$ cat src/pkg/crg_pkg.sv
// Constants and types of the clock and reset generator
package crg_pkg;
  // Register indices; byte address is four times the index
  localparam logic [3:0] IDX_MULT = 4'h0;
  localparam logic [3:0] IDX_REFDIV = 4'h1;
  localparam logic [3:0] IDX_TFLAG = 4'h2;
  localparam logic [3:0] IDX_FLAGS = 4'h3;
  localparam logic [3:0] IDX_INTEN = 4'h4;
  localparam logic [3:0] IDX_CLOCK_SELECT = 4'h5;
  localparam logic [3:0] IDX_LOOPCTL = 4'h6;
  localparam logic [3:0] IDX_PERCTL = 4'h7;
  localparam logic [3:0] IDX_WDGCTL = 4'h8;
  localparam logic [3:0] IDX_FBTEST = 4'h9;
  localparam logic [3:0] IDX_TCTL = 4'hA;
  localparam logic [3:0] IDX_SERVICE = 4'hB;
  // Status flag bits, shared with the interrupt enable layout
  localparam int FLG_PER = 7;
  localparam int FLG_POR = 6;
  localparam int FLG_LVR = 5;
  localparam int FLG_LOCKI = 4;
  localparam int FLG_LOCK = 3;
  localparam int FLG_TRACK = 2;
  localparam int FLG_SELFI = 1;
  localparam int FLG_SELF = 0;
  localparam logic [7:0] FLAG_W1C_MASK = 8'hF2;
  localparam logic [7:0] INTEN_MASK = 8'h92;
  // Clock select bits
  localparam int SEL_LOOP = 7;
  localparam int SEL_PSTOP = 6;
  localparam int SEL_SYSWAI = 5;
  localparam int SEL_LOOPWAI = 3;
  localparam int SEL_COREWAI = 2;
  localparam int SEL_PERWAI = 1;
  localparam int SEL_WDGWAI = 0;
  // Loop control bits
  localparam int LC_CMON = 7;
  localparam int LC_ON = 6;
  localparam int LC_PER_PSTOP = 2;
  localparam int LC_WDG_PSTOP = 1;
  localparam int LC_SELFCLK = 0;
  localparam logic [7:0] LOOPCTL_MASK = 8'hF7;
  localparam logic [7:0] LOOPCTL_RESET = 8'hF1;
  // Watchdog control and service
  localparam int WDG_WINDOW = 7;
  localparam logic [7:0] WDGCTL_MASK = 8'hC7;
  localparam logic [7:0] SERVICE_ARM = 8'h55;
  localparam logic [7:0] SERVICE_CLEAR = 8'hAA;
  // Timing
  localparam int CLK_PERIOD_NS = 50;
  localparam int RESET_PULSE_NS = 800;
  localparam logic [4:0] RESET_PULSE_CYCLES = 5'((RESET_PULSE_NS + CLK_PERIOD_NS - 1) / CLK_PERIOD_NS);
  localparam logic [3:0] LOCK_INIT_CYCLES = 4'h8;
  localparam int PER_BASE_SHIFT = 9;
  // Synchroniser lanes
  localparam int SY_LOSS = 0;
  localparam int SY_QOK = 1;
  localparam int SY_LOCK = 2;
  localparam int SY_TRACK = 3;
  localparam int SY_PIN = 4;
  localparam int SY_POR = 5;
  localparam int SY_LVR = 6;
  localparam logic [6:0] SYNC_INIT = 7'h10;
  localparam logic [1:0] RESP_OKAY = 2'h0;
  localparam logic [1:0] RESP_SLVERR = 2'h2;
  typedef enum logic [3:0] {
    MODE_RUN = 4'b0001,
    MODE_WAIT = 4'b0010,
    MODE_FSTOP = 4'b0100,
    MODE_PSTOP = 4'b1000
  } power_mode_e;
endpackage

$ cat src/verilog/clock_reset_generator.sv
// Clock and reset generator with AXI4-Lite register slave
//
// Contract
// - In wait mode gate system and core clocks per clock select bits.
// - Stop entry gives full stop when pseudo-stop bit is 0, else pseudo-stop.
// - Full stop disables oscillator, stops clocks, freezes watchdog and periodic counters.
// - Pseudo-stop keeps oscillator; counters run only if their enable is set.
// - Self-clock entered only with monitor, fallback enabled and reference lost.
// - Self-clock stays until the clock quality check passes.
// - Reset pin active low, input resets, device drives it low on internal reset.
// - System reset from power-on, low voltage, watchdog, clock loss, reset pin.
// - Lock change in either direction raises the lock interrupt flag.
// - Watchdog service writes are honoured only inside the clear window.
// - Software switches system clock between oscillator and loop clock.
// - Twelve byte registers, one per word, at offsets 0x00 to 0x2C from a base.
// - Test registers read zero and never affect normal operation.
// - Loop clock is 2*osc*(mult+1)/(div+1); bus is half the loop clock.
// - Multiplier and divider writes ignored while loop selected; writes restart lock.
// - Event flags clear only on writing one; zero leaves them.
`timescale 1ns/10ps
module clock_reset_generator
  import crg_pkg::*;
#(
  parameter int unsigned WDG_BASE_CYCLES = 8192
)
(
  // Clock and reset
  input wire logic aclk,
  input wire logic aresetn,
  // AXI4-Lite write
  input wire logic awvalid,
  output logic awready,
  input wire logic [7:0] awaddr,
  input wire logic wvalid,
  output logic wready,
  input wire logic [31:0] wdata,
  input wire logic [3:0] wstrb,
  output logic bvalid,
  input wire logic bready,
  output logic [1:0] bresp,
  // AXI4-Lite read
  input wire logic arvalid,
  output logic arready,
  input wire logic [7:0] araddr,
  output logic rvalid,
  input wire logic rready,
  output logic [31:0] rdata,
  output logic [1:0] rresp,
  // Oscillator and loop status
  input wire logic osc_loss,
  input wire logic quality_ok,
  input wire logic lock_in,
  input wire logic track_in,
  // Reset sources
  input wire logic reset_pin_in_n,
  input wire logic por_event,
  input wire logic lvr_event,
  // Power mode requests
  input wire logic wait_req,
  input wire logic stop_req,
  // Clock control
  output logic osc_enable,
  output logic sys_clk_en,
  output logic core_clk_en,
  output logic loop_clk_en,
  output logic loop_clock_select,
  output logic self_clock_status,
  output logic [5:0] pll_multiplier,
  output logic [3:0] reference_divider,
  // Reset and interrupt
  output logic sys_reset,
  output logic reset_pin_out,
  output logic reset_pin_oe,
  output logic irq
);

  typedef struct packed {
    logic aw_rdy;
    logic w_rdy;
    logic ar_rdy;
    logic awheld;
    logic wheld;
    logic [7:0] awaddr;
    logic [7:0] wbyte;
    logic wlane;
    logic bvalid;
    logic [1:0] bresp;
    logic rvalid;
    logic [7:0] rdata;
    logic [1:0] rresp;
    logic [5:0] mult;
    logic [3:0] refdiv;
    logic [7:0] flags;
    logic [7:0] inten;
    logic [7:0] clock_select;
    logic [7:0] loopctl;
    logic [6:0] perctl;
    logic [7:0] wdgctl;
    logic armed;
    power_mode_e mode;
    logic selfclk;
    logic [6:0] s1;
    logic [6:0] s2;
    logic [6:0] s3;
    logic [6:0] filt;
    logic [3:0] lock_init;
    logic [23:0] per_cnt;
    logic [25:0] wdg_cnt;
    logic [4:0] rst_cnt;
    logic rst_drive;
    logic sys_rst;
    logic osc_en;
    logic sys_en;
    logic core_en;
    logic loop_en;
    logic loop_sel;
    logic irq;
  } state_s;

  state_s r_reg;
  state_s r_next;
  logic [6:0] agree;
  logic [7:0] rd_byte;
  logic wr_en;
  logic [7:0] wbyte;
  logic wdg_on;
  logic per_on;
  logic per_run;
  logic wdg_run;
  logic per_tick;
  logic wdg_tout;
  logic in_window;
  logic svc_bad;
  logic svc_early;
  logic clk_loss_rst;
  logic int_src;
  logic ext_rst;
  logic lock_now;
  logic track_now;
  logic [23:0] per_limit;
  logic [25:0] wdg_limit;

  function automatic logic addr_ok(input logic [7:0] a);
    return a[1:0] == 2'b00 && a[7:6] == 2'b00 && a[5:2] <= IDX_SERVICE;
  endfunction

  always_comb
  begin
    r_next = r_reg;
    // Pin inputs: a change counts once stages two and three agree
    agree = ~(r_reg.s2 ^ r_reg.s3);
    r_next.s1 = {lvr_event, por_event, reset_pin_in_n, track_in, lock_in, quality_ok, osc_loss};
    r_next.s2 = r_reg.s1;
    r_next.s3 = r_reg.s2;
    r_next.filt = (r_reg.s2 & agree) | (r_reg.filt & ~agree);

    // Read mux
    case (araddr[5:2])
      IDX_MULT: rd_byte = {2'b00, r_reg.mult};
      IDX_REFDIV: rd_byte = {4'h0, r_reg.refdiv};
      IDX_FLAGS: rd_byte = r_reg.flags;
      IDX_INTEN: rd_byte = r_reg.inten;
      IDX_CLOCK_SELECT: rd_byte = r_reg.clock_select;
      IDX_LOOPCTL: rd_byte = r_reg.loopctl;
      IDX_PERCTL: rd_byte = {1'b0, r_reg.perctl};
      IDX_WDGCTL: rd_byte = r_reg.wdgctl;
      default: rd_byte = 8'h00;
    endcase

    // Bus slave
    wr_en = 1'b0;
    wbyte = r_reg.wbyte;
    if (r_reg.aw_rdy && awvalid)
    begin
      r_next.awheld = 1'b1;
      r_next.awaddr = awaddr;
    end
    if (r_reg.w_rdy && wvalid)
    begin
      r_next.wheld = 1'b1;
      r_next.wbyte = wdata[7:0];
      r_next.wlane = wstrb[0];
    end
    if (r_reg.bvalid && bready)
      r_next.bvalid = 1'b0;
    if (r_reg.awheld && r_reg.wheld && !r_reg.bvalid)
    begin
      r_next.awheld = 1'b0;
      r_next.wheld = 1'b0;
      r_next.bvalid = 1'b1;
      r_next.bresp = addr_ok(r_reg.awaddr) ? RESP_OKAY : RESP_SLVERR;
      wr_en = addr_ok(r_reg.awaddr) && r_reg.wlane;
    end
    r_next.aw_rdy = !r_next.awheld && !r_next.bvalid;
    r_next.w_rdy = !r_next.wheld && !r_next.bvalid;
    if (r_reg.rvalid && rready)
      r_next.rvalid = 1'b0;
    if (r_reg.ar_rdy && arvalid)
    begin
      r_next.rvalid = 1'b1;
      r_next.rresp = addr_ok(araddr) ? RESP_OKAY : RESP_SLVERR;
      r_next.rdata = addr_ok(araddr) ? rd_byte : 8'h00;
    end
    r_next.ar_rdy = !r_next.rvalid;

    // Self-clock fallback
    clk_loss_rst = 1'b0;
    if (!r_reg.selfclk && r_reg.loopctl[LC_CMON] && r_reg.loopctl[LC_SELFCLK] && r_reg.filt[SY_LOSS])
      r_next.selfclk = 1'b1;
    else if (r_reg.selfclk && r_reg.filt[SY_QOK])
      r_next.selfclk = 1'b0;
    if (!r_reg.selfclk && r_reg.loopctl[LC_CMON] && !r_reg.loopctl[LC_SELFCLK] && r_reg.filt[SY_LOSS])
      clk_loss_rst = 1'b1;
    if (r_reg.lock_init != 4'h0)
      r_next.lock_init = r_reg.lock_init - 4'h1;

    // Periodic interrupt and watchdog counters
    per_on = r_reg.perctl[6:4] != 3'b000;
    wdg_on = r_reg.wdgctl[2:0] != 3'b000;
    per_limit = 24'(({20'h0, r_reg.perctl[3:0]} + 24'h1) << (PER_BASE_SHIFT + int'(r_reg.perctl[6:4])));
    wdg_limit = 26'(WDG_BASE_CYCLES) << {r_reg.wdgctl[2:0] - 3'h1, 1'b0};
    per_run = per_on && r_reg.mode != MODE_FSTOP
      && !(r_reg.mode == MODE_PSTOP && !r_reg.loopctl[LC_PER_PSTOP])
      && !(r_reg.mode == MODE_WAIT && r_reg.clock_select[SEL_PERWAI]);
    wdg_run = wdg_on && r_reg.mode != MODE_FSTOP
      && !(r_reg.mode == MODE_PSTOP && !r_reg.loopctl[LC_WDG_PSTOP])
      && !(r_reg.mode == MODE_WAIT && r_reg.clock_select[SEL_WDGWAI]);
    per_tick = 1'b0;
    wdg_tout = 1'b0;
    if (per_run)
    begin
      if (r_reg.per_cnt >= per_limit - 24'h1)
      begin
        r_next.per_cnt = '0;
        per_tick = 1'b1;
      end
      else
        r_next.per_cnt = r_reg.per_cnt + 24'h1;
    end
    if (wdg_run)
    begin
      if (r_reg.wdg_cnt >= wdg_limit - 26'h1)
      begin
        r_next.wdg_cnt = '0;
        wdg_tout = 1'b1;
      end
      else
        r_next.wdg_cnt = r_reg.wdg_cnt + 26'h1;
    end
    // Window is the last quarter of the period
    in_window = !r_reg.wdgctl[WDG_WINDOW] || r_reg.wdg_cnt >= wdg_limit - (wdg_limit >> 2);

    // Register writes
    svc_bad = 1'b0;
    svc_early = 1'b0;
    if (wr_en)
    begin
      case (r_reg.awaddr[5:2])
        IDX_MULT:
          if (!r_reg.clock_select[SEL_LOOP])
          begin
            r_next.mult = wbyte[5:0];
            r_next.lock_init = LOCK_INIT_CYCLES;
          end
        IDX_REFDIV:
          if (!r_reg.clock_select[SEL_LOOP])
          begin
            r_next.refdiv = wbyte[3:0];
            r_next.lock_init = LOCK_INIT_CYCLES;
          end
        IDX_FLAGS: r_next.flags = r_reg.flags & ~(wbyte & FLAG_W1C_MASK);
        IDX_INTEN: r_next.inten = wbyte & INTEN_MASK;
        IDX_CLOCK_SELECT: r_next.clock_select = wbyte;
        IDX_LOOPCTL: r_next.loopctl = wbyte & LOOPCTL_MASK;
        IDX_PERCTL: r_next.perctl = wbyte[6:0];
        IDX_WDGCTL: r_next.wdgctl = wbyte & WDGCTL_MASK;
        IDX_SERVICE:
          if (wdg_on)
          begin
            if (wbyte == SERVICE_ARM)
            begin
              r_next.armed = 1'b1;
              svc_early = !in_window;
            end
            else if (wbyte == SERVICE_CLEAR && r_reg.armed)
            begin
              r_next.armed = 1'b0;
              r_next.wdg_cnt = '0;
            end
            else
              svc_bad = 1'b1;
          end
        default: ;
      endcase
    end

    // Status and sticky flags; a set wins over a clear
    lock_now = r_reg.filt[SY_LOCK] && !r_next.selfclk && r_next.lock_init == 4'h0;
    track_now = r_reg.filt[SY_TRACK] && !r_next.selfclk && r_next.lock_init == 4'h0;
    r_next.flags[FLG_LOCKI] = r_next.flags[FLG_LOCKI] | (lock_now != r_reg.flags[FLG_LOCK]);
    r_next.flags[FLG_SELFI] = r_next.flags[FLG_SELFI] | (r_next.selfclk != r_reg.selfclk);
    r_next.flags[FLG_PER] = r_next.flags[FLG_PER] | per_tick;
    r_next.flags[FLG_POR] = r_next.flags[FLG_POR] | r_reg.filt[SY_POR];
    r_next.flags[FLG_LVR] = r_next.flags[FLG_LVR] | r_reg.filt[SY_LVR];
    r_next.flags[FLG_LOCK] = lock_now;
    r_next.flags[FLG_TRACK] = track_now;
    r_next.flags[FLG_SELF] = r_next.selfclk;

    // System reset and reset pin
    int_src = r_reg.filt[SY_POR] || r_reg.filt[SY_LVR] || wdg_tout || svc_bad || svc_early || clk_loss_rst;
    ext_rst = !r_reg.filt[SY_PIN] && !r_reg.rst_drive;
    if (int_src)
    begin
      r_next.rst_cnt = RESET_PULSE_CYCLES;
      r_next.rst_drive = 1'b1;
    end
    else if (ext_rst)
      r_next.rst_cnt = RESET_PULSE_CYCLES;
    else if (r_reg.rst_cnt != 5'h00)
      r_next.rst_cnt = r_reg.rst_cnt - 5'h01;
    if (!int_src && r_next.rst_cnt == 5'h00)
      r_next.rst_drive = 1'b0;
    r_next.sys_rst = r_next.rst_cnt != 5'h00;

    // Power mode
    unique case (r_reg.mode)
      MODE_RUN:
        if (stop_req)
          r_next.mode = r_reg.clock_select[SEL_PSTOP] ? MODE_PSTOP : MODE_FSTOP;
        else if (wait_req)
          r_next.mode = MODE_WAIT;
      MODE_WAIT:
        if (!wait_req)
          r_next.mode = MODE_RUN;
      MODE_FSTOP, MODE_PSTOP:
        if (!stop_req)
          r_next.mode = MODE_RUN;
      default: r_next.mode = MODE_RUN;
    endcase

    // Clock gating
    r_next.osc_en = r_next.mode != MODE_FSTOP;
    r_next.sys_en = r_next.mode == MODE_RUN || (r_next.mode == MODE_WAIT && !r_next.clock_select[SEL_SYSWAI]);
    r_next.core_en = r_next.mode == MODE_RUN || (r_next.mode == MODE_WAIT && !r_next.clock_select[SEL_COREWAI]);
    r_next.loop_en = r_next.loopctl[LC_ON]
      && (r_next.mode == MODE_RUN || (r_next.mode == MODE_WAIT && !r_next.clock_select[SEL_LOOPWAI]));
    // Bus clock is the loop clock halved outside this block
    r_next.loop_sel = r_next.clock_select[SEL_LOOP] && !r_next.selfclk;
    r_next.irq = |(r_next.flags & r_next.inten);
  end

  always_ff @(posedge aclk)
  begin
    if (!aresetn)
    begin
      r_reg <= '0;
      r_reg.aw_rdy <= 1'b1;
      r_reg.w_rdy <= 1'b1;
      r_reg.ar_rdy <= 1'b1;
      r_reg.loopctl <= LOOPCTL_RESET;
      r_reg.mode <= MODE_RUN;
      r_reg.s1 <= SYNC_INIT;
      r_reg.s2 <= SYNC_INIT;
      r_reg.s3 <= SYNC_INIT;
      r_reg.filt <= SYNC_INIT;
      r_reg.osc_en <= 1'b1;
      r_reg.sys_en <= 1'b1;
      r_reg.core_en <= 1'b1;
      r_reg.loop_en <= 1'b1;
    end
    else
      r_reg <= r_next;
  end

  assign awready = r_reg.aw_rdy;
  assign wready = r_reg.w_rdy;
  assign bvalid = r_reg.bvalid;
  assign bresp = r_reg.bresp;
  assign arready = r_reg.ar_rdy;
  assign rvalid = r_reg.rvalid;
  assign rdata = {24'h0, r_reg.rdata};
  assign rresp = r_reg.rresp;
  assign osc_enable = r_reg.osc_en;
  assign sys_clk_en = r_reg.sys_en;
  assign core_clk_en = r_reg.core_en;
  assign loop_clk_en = r_reg.loop_en;
  assign loop_clock_select = r_reg.loop_sel;
  assign self_clock_status = r_reg.selfclk;
  assign pll_multiplier = r_reg.mult;
  assign reference_divider = r_reg.refdiv;
  assign sys_reset = r_reg.sys_rst;
  assign reset_pin_out = 1'b0;
  assign reset_pin_oe = r_reg.rst_drive;
  assign irq = r_reg.irq;
endmodule

$ cat config.mk
export PLATFORM = sky130hd
export DESIGN_NAME = clock_reset_generator
export DESIGN_NICKNAME = d
export VERILOG_FILES = /design/src/pkg/crg_pkg.sv /design/src/verilog/clock_reset_generator.sv
export SDC_FILE = /design/constraint.sdc
export NUM_CORES = 1
export LEC_CHECK = 0
export ABC_AREA = 1
export BUFFER_PORTS_ARGS = -buffer_cell sky130_fd_sc_hd__buf_2
export CORE_MARGIN = 2
export CORE_UTILIZATION = 54
export DETAILED_ROUTE_END_ITERATION = 12
export MAX_ROUTING_LAYER = met4
export PLACE_DENSITY = 0.77
export SLEW_MARGIN = 5
export SYNTH_ARGS = -nofsm -noshare
export SYNTH_HDL_FRONTEND = slang
export SYNTH_SLANG_ARGS = --single-unit
$ cat constraint.sdc
create_clock -name aclk -period 3.2 [get_ports aclk]
set_input_delay 0.64 -clock aclk [delete_from_list [all_inputs] [get_ports aclk]]
set_output_delay 0.64 -clock aclk [all_outputs]
set_load 0.1 [all_outputs]
==> results_dict.tcl <==
set metrics [dict create \
    crit_slowest_cell "dfxtp_4" \
    largest_reg_flops 125 \
    critPathTopFamily "simple AND/OR/NAND/NOR gates" \
    max_cap_violations 0 \
    power_density_mw_per_mm2 410 \
    p_leak_uw 0.00647 \
    reg2reg_from "r_reg[113]" \
    ys_ff_latch 187 \
    area_growth_pct 22.8 \
    relSlewSlack 0.446 \
    grt_max_degree 67 \
    num_antenna_cells 0 \
    fin_ws_ns -0.411 \
    syn_area_per_cell_um2 7.08 \
    outcome "complete, but fails checks" \
    route.met3.wl_um 1500 \
    worstPathCellList "ha_4, ha_4, inv_8, nand2_4, nor2_4, inv_2, ha_4, nand2_4, inv_4, nand2_4, nor3_4, buf_6, xor2_2, ha_1, nand2_1, nor2_1, nand2_1, o211ai_1, nand3_1, and3_4, nand2_4, nand2_8, nor3b_2" \
    post-route-period-util 1.13 \
    rows 53 \
    antenna_left 0 \
    cp_num_buf_inv 4 \
    antenna_found_initial 0 \
    met1_length_um 13200 \
    routed_via_density 5.40 \
    grt_overflow_total 0 \
    crit_path_end_kind "flop" \
    start_util 0.547 \
    wl_per_cell_um 14.7 \
    first_iter_violations 849 \
    cp.arrival_ns 3.94 \
    final_hold_viol_count 0 \
    top_layer "met4" \
    synth_area_mm2 0.0115 \
    synth_warnings 0 \
    insertion_delay_ns 0.45 \
    first_pass_iters 5 \
    yosysSeqAreaShare 0.326 \
    clockBufferDepth 2 \
    drc_errors 0 \
    worst_pin_slew_ns 0.827 \
    slew_viol_final 0 \
    setup-violations-final 29 \
    rsz0062_at_grt "yes" \
    startpoint "r_reg[113]" \
    fin_skew_ns 0.0183 \
    clk_pin_slew_ns 0.08 \
    synth_top_flop_cell "dfxtp_1" \
    gp_congestion 0.924 \
    grt_pass1_vias 10204 \
    peakVddDrop_mv 0.601 \
    fp.dieH_um 150 \
    ff2ff_setup_slack_ns -0.41 \
    grt_usage 0.269 \
    hold_class "in2reg" \
    root_buffer "clkbuf_16" \
    ys_types 60 \
    worstHoldStart "por_event" \
    failed_checks "setup timing" \
    cpPeakStageDelay_ns 0.37 \
    grt_pass1_wl_um 47500 \
    fmax_mhz 277 \
    numCtsBuffers 17 \
    p_total_uw 5780 \
    core_area_mm2 0.0210 \
    cts_sinks 187 \
    fin_nets 1924 \
    synth_cells 1620 \
    dp_hpwl_um 22000 \
    die_w_um 150 \
    synth-edff-count 0 \
    whs_ns 0.370 \
    drt_wl_total_um 30400 \
    cts_tree "built" \
    h-tree-depth 4 \
    wl_met2_um 14900 \
    num_vias 11174 \
    drive_gt1_frac 0.237 \
    layout_commonest_cell "nand2_1" \
    crit_path_frequent_cell "nand2_4" \
    io_pins 129 \
    final_cell_mix "nand2_1 (295), inv_1 (195), dfxtp_1 (179)" \
    async_reset_ff_frac 0 \
    worstPathMaxFanout 6 \
    cp.required_ns 3.53 \
    fp.dieArea_mm2 0.0224 \
    fin_crit_ns 3.61 \
    path_class "reg2reg" \
    crit_path_start_kind "flop" \
    port-buffer-count 74 \
]
## kinds of logic (layout without fill, tap and decap cells)
logic type / count (synthesis) / after routing / share of synthesized area
AOI/OAI and AO/OA: 254 / 254 / 0.130
xor gates and xnor gates: 54 / 54 / 0.0412
adders and majority gates: 73 / 73 / 0.0796
buffers and inverters: 303 / 452 / 0.117
DFF: 187 / 187 / 0.326
other: 1 / 27 / 0.000327
and+or+nand+nor: 748 / 749 / 0.306
## tightest hold or removal path, stage by stage
cell,delay [ns]
buf_2,0.08
nand2_1,0.04
inv_1,0.04
## cells in the mapped netlist, types with 7 or more instances
cell type,n,area share
a21oi_1,112,0.049
buf_4,48,0.031
nor3_1,36,0.016
nand3_1,60,0.026
nor4_1,19,0.010
o211ai_1,9,0.0059
nand4_1,53,0.029
o22ai_1,8,0.0044
o21ai_0,64,0.028
nor2_4,9,0.0088
xnor2_1,11,0.0084
inv_2,15,0.0049
nor2_1,182,0.060
nor2_2,9,0.0049
clkbuf_1,18,0.0059
a221oi_1,7,0.0053
a211oi_1,22,0.014
xor2_1,43,0.033
nand2_1,322,0.11
dfxtp_1,187,0.33
inv_1,205,0.067
o21a_1,9,0.0059
nand2_2,12,0.0065
ha_1,73,0.080
buf_1,7,0.0023
nand3_2,16,0.014
## power breakdown
group	internal, uW	total [uW]	leakage (uW)	switching [uW]
clock network	1110	2270	0.000312	1160
registers	2430	2510	0.00153	77.0
logic	246	995	0.00463	748
## final cells by class
| type | instances | area (um2) |
|---|---|---|
| multi-input combinational | 1157 | 7110 |
| clock buffer | 17 | 425 |
| timing repair buffer | 196 | 1330 |
| inverter | 224 | 878 |
| sequential | 187 | 3770 |
| clock inverter | 15 | 224 |
| tap | 275 | 344 |
| fill | 1747 | 6870 |
## through the flow
stage               worst slack (ns)  setup TNS [ns]  instance area (um2)  utilization  std cells
global placement              -0.270           -6.66                12600        0.601       2004
global route                  -0.556          -15.19                14100        0.672       2071
CTS                           -0.182           -3.96                13600        0.647       2052
finish                        -0.411           -9.78                14100        0.672       2071
detailed placement            -0.380           -9.86                12600        0.601       2004
floorplan                   -0.00393        -0.00393                11700            -       1646
## path summary, 6_finish.rpt
path                      to  cells after the start
hold reg to reg   r_next[76]                      2
setup / recovery   r_reg[47]                     23
setup reg to reg   r_reg[47]                     23
hold / removal    r_next[86]                      3
## timing repair
item / in CTS / in global routing
pin swaps: 37 / 54
hold buffers: 0 / 0
buffers inserted: 16 / 18
resized for setup: 51 / 93
endpoints found under the setup margin: 33 / 50
gates cloned: 0 / 1
## metal layers
layer  vias up  track usage
met4         0       0.0910
met3        64       0.0375
li1       5615            -
met1      5172        0.336
met2       323        0.448
met5         -            -
No activity file was read; power rests on OpenSTA's default activity.
